File: src/feature_bank_pkg.sv
package feature_bank_pkg;
   localparam int ADDR_W = 13;

   localparam logic [12:0] OFS_PATTERN_ONE_LOW = 13'h019;
   localparam logic [12:0] OFS_PATTERN_ONE_HIGH = 13'h01a;
   localparam logic [12:0] OFS_PATTERN_TWO_LOW = 13'h01b;
   localparam logic [12:0] OFS_PATTERN_TWO_HIGH = 13'h01c;
   localparam logic [12:0] OFS_SELF_TEST_SIG_LOW = 13'h024;
   localparam logic [12:0] OFS_FEATURE_CONTROL = 13'h02a;
   localparam logic [12:0] OFS_OUTPUT_ASSIGN = 13'h02e;
   localparam logic [12:0] OFS_DIVIDER_SYNC = 13'h100;
   localparam logic [12:0] OFS_USER_CONFIG_SECOND = 13'h101;
   localparam logic [12:0] OFS_IQ_CONTROL_A = 13'h110;
   localparam logic [12:0] OFS_IQ_CONTROL_B = 13'h111;
   localparam logic [12:0] OFS_GAIN_LOOP_BW = 13'h112;
   localparam logic [12:0] OFS_PHASE_LOOP_BW = 13'h113;
   localparam logic [12:0] OFS_DC_LOOP_BW = 13'h114;
   localparam logic [12:0] OFS_INIT_GAIN_LOW = 13'h116;
   localparam logic [12:0] OFS_INIT_GAIN_HIGH = 13'h117;
   localparam logic [12:0] OFS_INIT_PHASE_LOW = 13'h118;
   localparam logic [12:0] OFS_INIT_PHASE_HIGH = 13'h119;
   localparam logic [12:0] OFS_INIT_DC_I_LOW = 13'h11a;
   localparam logic [12:0] OFS_INIT_DC_I_HIGH = 13'h11b;
   localparam logic [12:0] OFS_INIT_DC_Q_LOW = 13'h11c;
   localparam logic [12:0] OFS_INIT_DC_Q_HIGH = 13'h11d;
   localparam logic [12:0] OFS_REQUANT_CONTROL = 13'h11e;

   // Writable bit masks; everything outside them stays zero
   localparam logic [7:0] MASK_BIT0 = 8'h01;
   localparam logic [7:0] MASK_DIVIDER_SYNC = 8'h07;
   localparam logic [7:0] MASK_USER_CONFIG_SECOND = 8'h8d;
   localparam logic [7:0] MASK_IQ_CONTROL_A = 8'h3f;
   localparam logic [7:0] MASK_IQ_CONTROL_B = 8'h07;
   localparam logic [7:0] MASK_LOOP_BW = 8'h1f;
   localparam logic [7:0] MASK_GAIN_HIGH = 8'h7f;
   localparam logic [7:0] MASK_PHASE_HIGH = 8'h1f;
   localparam logic [7:0] MASK_DC_HIGH = 8'h3f;

   localparam logic [7:0] RST_ZERO = 8'h00;
   localparam logic [7:0] RST_FEATURE_CONTROL = 8'h01;
   localparam logic [7:0] RST_ASSIGN_CH_A = 8'h00;
   localparam logic [7:0] RST_ASSIGN_CH_B = 8'h01;
   localparam logic [7:0] RST_DIVIDER_SYNC = 8'h01;
   localparam logic [7:0] RST_USER_CONFIG_SECOND = 8'h88;
   localparam logic [7:0] RST_LOOP_BW = 8'h02;

   // Field positions
   localparam int POS_MASTER_SYNC = 0;
   localparam int POS_DIVIDER_SYNC_EN = 1;
   localparam int POS_NEXT_SYNC_ONLY = 2;
   localparam int POS_PULLDOWN_OFF = 0;
   localparam int POS_OSC_RUN = 2;
   localparam int POS_OSC_DETECT = 3;
   localparam int POS_OUTPUT_ENABLE_PIN = 7;
   localparam int POS_FREEZE_BASE = 3;
   localparam int POS_REQUANT_ENABLE = 0;
   localparam int POS_REQUANT_MODE = 1;

   // Correction entries: gain, phase, in-phase dc, quadrature dc
   localparam int NUM_CORR = 4;
   localparam int CORR_W = 15;

   typedef enum logic [1:0] {
      MODE_LOW_PASS = 2'b00,
      MODE_HIGH_PASS = 2'b01,
      MODE_BAND_PASS = 2'b10
   } requant_mode_t;
endpackage : feature_bank_pkg

File: src/feature_register_bank.sv
`timescale 1ns/1ps
`default_nettype none
module feature_register_bank
   import feature_bank_pkg::*;
(
   input wire logic clock, // Port clock
   input wire logic sys_rst, // Synchronous reset, active high
   input wire logic reg_wr_en, // Write strobe from the serial port
   input wire logic reg_rd_en, // Read strobe from the serial port
   input wire logic [ADDR_W-1:0] reg_addr, // Register address
   input wire logic [7:0] reg_wr_data, // Write data
   output logic [7:0] reg_rd_data, // Read data, one cycle after strobe
   input wire logic [1:0] channel_select, // Bit 0 channel A, bit 1 channel B
   input wire logic [7:0] self_test_signature, // Signature from the self-test engine
   input wire logic sync_in, // External sync pulse
   output logic divider_sync, // Sync pulse passed to the clock divider
   input wire logic overrange_a_in, // Raw overrange, channel A
   input wire logic overrange_b_in, // Raw overrange, channel B
   output logic overrange_pin_a, // Gated overrange pin, channel A
   output logic overrange_pin_b, // Gated overrange pin, channel B
   output logic converter_select_a, // 1 = channel A fed by converter B
   output logic converter_select_b, // 1 = channel B fed by converter B
   output logic [15:0] user_pattern_one, // Test pattern word one
   output logic [15:0] user_pattern_two, // Test pattern word two
   output logic output_enable_pin_low_en, // Output enable pin in use
   output logic low_rate_oscillator_detect, // Low encode rate detector on
   output logic low_rate_oscillator_run, // Force the oscillator on
   output logic pulldown_disable, // Drop the data pin pull-down
   output logic [2:0] iq_error_correction_en, // Enables: dc, phase, gain
   output logic [2:0] estimation_run, // Estimators running: dc, phase, gain
   output logic [4:0] gain_loop_time_constant, // Gain loop bandwidth
   output logic [4:0] phase_loop_time_constant, // Phase loop bandwidth
   output logic [4:0] dc_loop_time_constant, // Dc loop bandwidth
   input wire logic [14:0] gain_estimate, // Live gain estimate
   input wire logic [12:0] phase_estimate, // Live phase estimate
   input wire logic [13:0] dc_i_estimate, // Live in-phase dc estimate
   input wire logic [13:0] dc_q_estimate, // Live quadrature dc estimate
   output logic [14:0] gain_correction, // Applied gain correction
   output logic [12:0] phase_correction, // Applied phase correction
   output logic [13:0] dc_i_correction, // Applied in-phase dc correction
   output logic [13:0] dc_q_correction, // Applied quadrature dc correction
   output logic requantizer_enable, // Noise shaping requantizer on
   output requant_mode_t requantizer_mode // Requantizer filter mode
);
   logic [7:0] pattern_one_low_reg;
   logic [7:0] pattern_one_high_reg;
   logic [7:0] pattern_two_low_reg;
   logic [7:0] pattern_two_high_reg;
   logic [7:0] signature_reg;
   logic [7:0] feature_reg [2];
   logic [7:0] assign_reg [2];
   logic [7:0] sync_ctrl_reg;
   logic [7:0] user_cfg_reg;
   logic [7:0] iq_ctrl_a_reg;
   logic [7:0] iq_ctrl_b_reg;
   logic [7:0] gain_bw_reg;
   logic [7:0] phase_bw_reg;
   logic [7:0] dc_bw_reg;
   logic [7:0] init_gain_low_reg;
   logic [7:0] init_gain_high_reg;
   logic [7:0] init_phase_low_reg;
   logic [7:0] init_phase_high_reg;
   logic [7:0] init_dc_i_low_reg;
   logic [7:0] init_dc_i_high_reg;
   logic [7:0] init_dc_q_low_reg;
   logic [7:0] init_dc_q_high_reg;
   logic [7:0] requant_reg;
   logic [7:0] rd_next;
   logic sync_self_clear;
   logic sync_write;
   logic [CORR_W-1:0] init_value [NUM_CORR];
   logic [CORR_W-1:0] live_value [NUM_CORR];
   logic [CORR_W-1:0] applied_reg [NUM_CORR];

   assign sync_write = reg_wr_en && (reg_addr == OFS_DIVIDER_SYNC);

   // Global registers; masks keep unused bits at zero
   always_ff @(posedge clock) begin
      if (sys_rst) begin
         pattern_one_low_reg <= RST_ZERO;
         pattern_one_high_reg <= RST_ZERO;
         pattern_two_low_reg <= RST_ZERO;
         pattern_two_high_reg <= RST_ZERO;
         user_cfg_reg <= RST_USER_CONFIG_SECOND;
         iq_ctrl_a_reg <= RST_ZERO;
         iq_ctrl_b_reg <= RST_ZERO;
         gain_bw_reg <= RST_LOOP_BW;
         phase_bw_reg <= RST_LOOP_BW;
         dc_bw_reg <= RST_LOOP_BW;
         requant_reg <= RST_ZERO;
      end else if (reg_wr_en) begin
         unique case (reg_addr)
            OFS_PATTERN_ONE_LOW: pattern_one_low_reg <= reg_wr_data;
            OFS_PATTERN_ONE_HIGH: pattern_one_high_reg <= reg_wr_data;
            OFS_PATTERN_TWO_LOW: pattern_two_low_reg <= reg_wr_data;
            OFS_PATTERN_TWO_HIGH: pattern_two_high_reg <= reg_wr_data;
            OFS_USER_CONFIG_SECOND: user_cfg_reg <= reg_wr_data & MASK_USER_CONFIG_SECOND;
            OFS_IQ_CONTROL_A: iq_ctrl_a_reg <= reg_wr_data & MASK_IQ_CONTROL_A;
            OFS_IQ_CONTROL_B: iq_ctrl_b_reg <= reg_wr_data & MASK_IQ_CONTROL_B;
            OFS_GAIN_LOOP_BW: gain_bw_reg <= reg_wr_data & MASK_LOOP_BW;
            OFS_PHASE_LOOP_BW: phase_bw_reg <= reg_wr_data & MASK_LOOP_BW;
            OFS_DC_LOOP_BW: dc_bw_reg <= reg_wr_data & MASK_LOOP_BW;
            OFS_REQUANT_CONTROL: requant_reg <= reg_wr_data & MASK_LOOP_BW & 8'h07;
            default: ;
         endcase
      end
   end

   // Initial correction values
   always_ff @(posedge clock) begin
      if (sys_rst) begin
         init_gain_low_reg <= RST_ZERO;
         init_gain_high_reg <= RST_ZERO;
         init_phase_low_reg <= RST_ZERO;
         init_phase_high_reg <= RST_ZERO;
         init_dc_i_low_reg <= RST_ZERO;
         init_dc_i_high_reg <= RST_ZERO;
         init_dc_q_low_reg <= RST_ZERO;
         init_dc_q_high_reg <= RST_ZERO;
      end else if (reg_wr_en) begin
         unique case (reg_addr)
            OFS_INIT_GAIN_LOW: init_gain_low_reg <= reg_wr_data;
            OFS_INIT_GAIN_HIGH: init_gain_high_reg <= reg_wr_data & MASK_GAIN_HIGH;
            OFS_INIT_PHASE_LOW: init_phase_low_reg <= reg_wr_data;
            OFS_INIT_PHASE_HIGH: init_phase_high_reg <= reg_wr_data & MASK_PHASE_HIGH;
            OFS_INIT_DC_I_LOW: init_dc_i_low_reg <= reg_wr_data;
            OFS_INIT_DC_I_HIGH: init_dc_i_high_reg <= reg_wr_data & MASK_DC_HIGH;
            OFS_INIT_DC_Q_LOW: init_dc_q_low_reg <= reg_wr_data;
            OFS_INIT_DC_Q_HIGH: init_dc_q_high_reg <= reg_wr_data & MASK_DC_HIGH;
            default: ;
         endcase
      end
   end

   // A software write in the same cycle as the self-clear wins
   always_ff @(posedge clock) begin
      if (sys_rst) begin
         sync_ctrl_reg <= RST_DIVIDER_SYNC;
      end else if (sync_write) begin
         sync_ctrl_reg <= reg_wr_data & MASK_DIVIDER_SYNC;
      end else if (sync_self_clear) begin
         sync_ctrl_reg[POS_DIVIDER_SYNC_EN] <= 1'b0;
      end
   end

   // Channel-local registers follow the channel select bits
   for (genvar c = 0; c < 2; c++) begin : g_local
      always_ff @(posedge clock) begin
         if (sys_rst) begin
            feature_reg[c] <= RST_FEATURE_CONTROL;
            assign_reg[c] <= (c == 0) ? RST_ASSIGN_CH_A : RST_ASSIGN_CH_B;
         end else if (reg_wr_en && channel_select[c]) begin
            if (reg_addr == OFS_FEATURE_CONTROL) begin
               feature_reg[c] <= reg_wr_data & MASK_BIT0;
            end
            if (reg_addr == OFS_OUTPUT_ASSIGN) begin
               assign_reg[c] <= reg_wr_data & MASK_BIT0;
            end
         end
      end
   end

   // Signature is sampled every cycle so reads see the engine's latest byte
   always_ff @(posedge clock) begin
      if (sys_rst) begin
         signature_reg <= RST_ZERO;
      end else begin
         signature_reg <= self_test_signature;
      end
   end

   always_comb begin
      rd_next = 8'h00;
      unique case (reg_addr)
         OFS_PATTERN_ONE_LOW: rd_next = pattern_one_low_reg;
         OFS_PATTERN_ONE_HIGH: rd_next = pattern_one_high_reg;
         OFS_PATTERN_TWO_LOW: rd_next = pattern_two_low_reg;
         OFS_PATTERN_TWO_HIGH: rd_next = pattern_two_high_reg;
         OFS_SELF_TEST_SIG_LOW: rd_next = signature_reg;
         OFS_FEATURE_CONTROL: rd_next = channel_select[0] ? feature_reg[0] : feature_reg[1];
         OFS_OUTPUT_ASSIGN: rd_next = channel_select[0] ? assign_reg[0] : assign_reg[1];
         OFS_DIVIDER_SYNC: rd_next = sync_ctrl_reg;
         OFS_USER_CONFIG_SECOND: rd_next = user_cfg_reg;
         OFS_IQ_CONTROL_A: rd_next = iq_ctrl_a_reg;
         OFS_IQ_CONTROL_B: rd_next = iq_ctrl_b_reg;
         OFS_GAIN_LOOP_BW: rd_next = gain_bw_reg;
         OFS_PHASE_LOOP_BW: rd_next = phase_bw_reg;
         OFS_DC_LOOP_BW: rd_next = dc_bw_reg;
         OFS_INIT_GAIN_LOW: rd_next = init_gain_low_reg;
         OFS_INIT_GAIN_HIGH: rd_next = init_gain_high_reg;
         OFS_INIT_PHASE_LOW: rd_next = init_phase_low_reg;
         OFS_INIT_PHASE_HIGH: rd_next = init_phase_high_reg;
         OFS_INIT_DC_I_LOW: rd_next = init_dc_i_low_reg;
         OFS_INIT_DC_I_HIGH: rd_next = init_dc_i_high_reg;
         OFS_INIT_DC_Q_LOW: rd_next = init_dc_q_low_reg;
         OFS_INIT_DC_Q_HIGH: rd_next = init_dc_q_high_reg;
         OFS_REQUANT_CONTROL: rd_next = requant_reg;
         default: rd_next = 8'h00;
      endcase
   end

   // Read data holds until the next read strobe
   always_ff @(posedge clock) begin
      if (sys_rst) begin
         reg_rd_data <= 8'h00;
      end else if (reg_rd_en) begin
         reg_rd_data <= rd_next;
      end
   end

   divider_sync_gate u_sync_gate (
      .clock(clock),
      .sys_rst(sys_rst),
      .sync_in(sync_in),
      .master_enable(sync_ctrl_reg[POS_MASTER_SYNC]),
      .divider_enable(sync_ctrl_reg[POS_DIVIDER_SYNC_EN]),
      .next_only(sync_ctrl_reg[POS_NEXT_SYNC_ONLY]),
      .divider_sync(divider_sync),
      .self_clear(sync_self_clear)
   );

   // Gated pins are registered to keep the output free of glitches
   always_ff @(posedge clock) begin
      if (sys_rst) begin
         overrange_pin_a <= 1'b0;
         overrange_pin_b <= 1'b0;
      end else begin
         overrange_pin_a <= overrange_a_in && feature_reg[0][0];
         overrange_pin_b <= overrange_b_in && feature_reg[1][0];
      end
   end

   assign converter_select_a = assign_reg[0][0];
   assign converter_select_b = assign_reg[1][0];
   assign user_pattern_one = {pattern_one_high_reg, pattern_one_low_reg};
   assign user_pattern_two = {pattern_two_high_reg, pattern_two_low_reg};
   assign output_enable_pin_low_en = user_cfg_reg[POS_OUTPUT_ENABLE_PIN];
   assign low_rate_oscillator_detect = user_cfg_reg[POS_OSC_DETECT];
   assign low_rate_oscillator_run = user_cfg_reg[POS_OSC_RUN];
   assign pulldown_disable = user_cfg_reg[POS_PULLDOWN_OFF];
   assign iq_error_correction_en = iq_ctrl_a_reg[2:0];
   assign gain_loop_time_constant = gain_bw_reg[4:0];
   assign phase_loop_time_constant = phase_bw_reg[4:0];
   assign dc_loop_time_constant = dc_bw_reg[4:0];
   assign requantizer_enable = requant_reg[POS_REQUANT_ENABLE];
   // Mode 11 folds into band pass
   assign requantizer_mode = requant_reg[POS_REQUANT_MODE + 1] ? MODE_BAND_PASS
      : (requant_reg[POS_REQUANT_MODE] ? MODE_HIGH_PASS : MODE_LOW_PASS);

   // Estimation halts on freeze; bit order dc, phase, gain
   assign estimation_run = iq_ctrl_a_reg[2:0] & ~iq_ctrl_a_reg[POS_FREEZE_BASE +: 3];

   assign init_value[0] = {init_gain_high_reg[6:0], init_gain_low_reg};
   assign init_value[1] = {2'b00, init_phase_high_reg[4:0], init_phase_low_reg};
   assign init_value[2] = {1'b0, init_dc_i_high_reg[5:0], init_dc_i_low_reg};
   assign init_value[3] = {1'b0, init_dc_q_high_reg[5:0], init_dc_q_low_reg};
   assign live_value[0] = gain_estimate;
   assign live_value[1] = {2'b00, phase_estimate};
   assign live_value[2] = {1'b0, dc_i_estimate};
   assign live_value[3] = {1'b0, dc_q_estimate};

   // Both dc entries share the dc control bits
   for (genvar i = 0; i < NUM_CORR; i++) begin : g_corr
      localparam int K = (i == 3) ? 2 : i;
      always_ff @(posedge clock) begin
         if (sys_rst) begin
            applied_reg[i] <= '0;
         end else if (!iq_ctrl_a_reg[K]) begin
            applied_reg[i] <= '0;
         end else if (iq_ctrl_b_reg[K]) begin
            applied_reg[i] <= init_value[i];
         end else if (!iq_ctrl_a_reg[POS_FREEZE_BASE + K]) begin
            applied_reg[i] <= live_value[i];
         end
      end
   end

   assign gain_correction = applied_reg[0];
   assign phase_correction = applied_reg[1][12:0];
   assign dc_i_correction = applied_reg[2][13:0];
   assign dc_q_correction = applied_reg[3][13:0];
endmodule : feature_register_bank
`default_nettype wire

File: src/divider_sync_gate.sv
`timescale 1ns/1ps
`default_nettype none
module divider_sync_gate (
   input wire logic clock, // Port clock
   input wire logic sys_rst, // Synchronous reset, active high
   input wire logic sync_in, // Incoming sync pulse
   input wire logic master_enable, // Master sync enable bit
   input wire logic divider_enable, // Divider sync enable bit
   input wire logic next_only, // Sync once, then drop divider enable
   output logic divider_sync, // Registered sync pulse to the divider
   output logic self_clear // Request to clear divider enable
);
   logic pass;

   assign pass = sync_in && master_enable && divider_enable;
   assign self_clear = pass && next_only;

   always_ff @(posedge clock) begin
      if (sys_rst) begin
         divider_sync <= 1'b0;
      end else begin
         divider_sync <= pass;
      end
   end
endmodule : divider_sync_gate
`default_nettype wire

File: config.mk
export PLATFORM = sky130hd
export DESIGN_NAME = feature_register_bank
export DESIGN_NICKNAME = d
export VERILOG_FILES = /design/src/feature_bank_pkg.sv /design/src/feature_register_bank.sv /design/src/divider_sync_gate.sv
export SDC_FILE = /design/constraint.sdc
export NUM_CORES = 1
export LEC_CHECK = 0
export ABC_AREA = 1
export CAP_MARGIN = 0
export CORE_MARGIN = 3
export CORE_UTILIZATION = 45
export DETAILED_ROUTE_END_ITERATION = 10
export DONT_BUFFER_PORTS = 1
export PLACE_DENSITY = 0.69
export SYNTH_ARGS = -nofsm -noshare
export SYNTH_HDL_FRONTEND = slang
export SYNTH_SLANG_ARGS = --single-unit
export TNS_END_PERCENT = 100
File: constraint.sdc
create_clock -name clock -period 2.28 [get_ports clock]
set_input_delay 0.456 -clock clock [delete_from_list [all_inputs] [get_ports clock]]
set_output_delay 0.456 -clock clock [all_outputs]
set_load 0.01 [all_outputs]
==> metrics.txt <==
outcome=completed; # clock sinks=around 200; mean post-synth cell area=approximately 7.9 sq um; Max Slew Vio Count=0; largest fanout on the critical path=3; layout cells sized above 1=8.77%; Worst EP required=1.82 ns; placed inst area=9370 sq um; CP Capture Type=output pin; Syn Nets=1,270; final core occ=50.8%; Synth Flop Type=dfxtp_1; peak supply drop=612 uV; global placer's final weighted congestion=0.897; Non-Filler Instances=1,428; DRC viols=0; Resized Gates After CTS=0; Routed WL per cell=just under 20 um; Max Fclk=0.528 GHz; later-pin clock latency in the skew report=0.51 ns; Synthesis Warnings=0; final setup margin=0.386 ns; Distinct cells, synth=33; Reg area=4600 sq um; IO Count=about 220; Worst Max-Slew Pin Slew=0.626 ns; root buffer cell=clkbuf_16; dpl ws=around 0.28 ns; global route overflow=0; finished layout cell area=10,100 sq um; Final Cycle Share=83.1%; Final ANT Viol Nets=0; unrepaired setup endpoints after global routing=false; WHS=0.0257 ns; Vias/cell=5.54; Reg clk slew, reported paths=0.06 ns; total global-route track usage=24.0%; synthesized area=between 9000 and 10,000 sq um; H-tree depth=1; layout net count=between 1,000 and 1,500; DPL Wire Length=19,500 um; number of global-route vias before repair=7,321; total power=7.25 mW; Layout area overhead=9.03%; die span in x=149 um; Syn Inst Count=between 1,000 and 1,500; Pwr Density=719 nW/um^2; ANT cells=0; Worst setup SP type=register; drt total wl=27,500 um; CORE AREA=19,800 sq um; Fin Setup TNS=0 ns; drt pass-1 iters=6; Seq/Total Area, Yosys=49.8%; die height=149 um; Layout Skew=0.0201 ns; Yosys reg bits=201; PortBufs=0; Fin. Hold Viols=0; # fillers=1,900; area of the multi-input gates=3630 sq um; share of the synthesized area in the top cell type=between 30% and 40%; largest area contributor in the netlist=dfxtp_1; setup violators final=0; Critical Path AT=roughly 1.4 ns; max_cap viols=0; Post-synth EDFFs=between 50 and 60; CTS tree=done; largest net degree at the start of global routing=between 70 and 80; worst-case clock buffer depth=3; TritonCTS Buffers=23; Slew headroom=58.1%; Vias=roughly 8,000; initial antenna violation count=0; critical path type=reg2out; # rows=between 50 and 60; Starting Density=46.6%; Die ar.=22,300 sq um; first-pass GRT wire length=roughly 42,000 um; Area contributors post-synth=dfxtp_1 31%, edfxtp_1 19%, nand3_1 8.4%; fraction of registers with async set or reset after synthesis=0%; Pleak=around 4 nW; Placed Cells=1,385; Largest register FFs=56; initial drt markers=765; min-delay worst type=in2reg; min Tclk post-route=between 1.5 and 2 ns
## cell type report
type / count / share of cell area [%]
sequential: 201 / 45.7
multi-input combinational: 727 / 36.0
tap: 265 / 3.29
clock inverter: 4 / 0.273
inverter: 179 / 6.68
clock buffer: 37 / 6.57
timing repair buffer: 15 / 1.54
## final timing paths
kind	start	endpoint	slack [ns]	cells past startpoint
worst min register to register	feature_reg[1]	overrange_pin_b	0.45	2
worst min-delay path	sys_rst	dc_bw_reg[2]	0.03	1
worst max register to register	iq_ctrl_a_reg[1]	applied_reg[1][3]	0.58	3
worst max-delay path	iq_ctrl_a_reg[2]	estimation_run[2]	0.39	2
## synth_stat cells, types with 4 or more instances
| library cell | instances |
|---|---|
| buf_2 | 18 |
| inv_2 | 9 |
| a21oi_1 | 122 |
| nor2_4 | 11 |
| nor2_1 | 56 |
| nand3_2 | 6 |
| nor3_1 | 4 |
| o21ai_0 | 77 |
| nand2_2 | 10 |
| edfxtp_1 | 58 |
| nand3_1 | 155 |
| nor2_2 | 9 |
| inv_1 | 166 |
| clkbuf_1 | 36 |
| buf_6 | 4 |
| o21ai_1 | 12 |
| nand2_1 | 190 |
| o22ai_1 | 57 |
| buf_4 | 8 |
| dfxtp_1 | 143 |
## critical path, cell delays in order, from the launching register on
cell and delay [ns]:
dfxtp_1 0.46, inv_1 0.12, nor2_1 0.35
## logic make-up after synthesis
family / count (synthesis) / synth area share, %
AOI/OAI and AO/OA: 273 / 15.7
buffers and inverters: 248 / 11.0
DFF: 201 / 49.8
and+or+nand+nor: 454 / 23.5
## layer usage
layer	up-vias	wire (um)	share of wire (%)	GRT usage, %
li1	3847	-	-	-
met1	3627	11100	41	32.2
met2	385	12500	45	37.6
met3	52	3030	11	7.05
met4	0	825	3.0	7.32
met5	-	0	0	0
## report_power, final
part / internal, mW / total [mW] / leakage [nW] / switching, mW
clock: 1.98 / 3.41 / 0.338 / 1.43
combinational: 0.0532 / 0.169 / 1.78 / 0.116
sequential: 3.67 / 3.67 / 1.86 / 0.00561
## placed cells by master (no fill, tap or decap), types with 23 or more instances in the layout
master	synthesis	routed
a21oi_1	122	122
clkbuf_16	0	23
dfxtp_1	143	143
edfxtp_1	58	58
inv_1	166	166
nand2_1	190	190
nand3_1	155	155
nor2_1	56	56
o21ai_0	77	77
o22ai_1	57	57
## timing repair
item,4_1_cts,5_1_grt
endpoints found under the hold margin,5,0
endpoints found under the setup margin,0,0
setup buffers,0,0
hold buffers,2,0
Note: power is estimated with default switching activity, not from simulation.
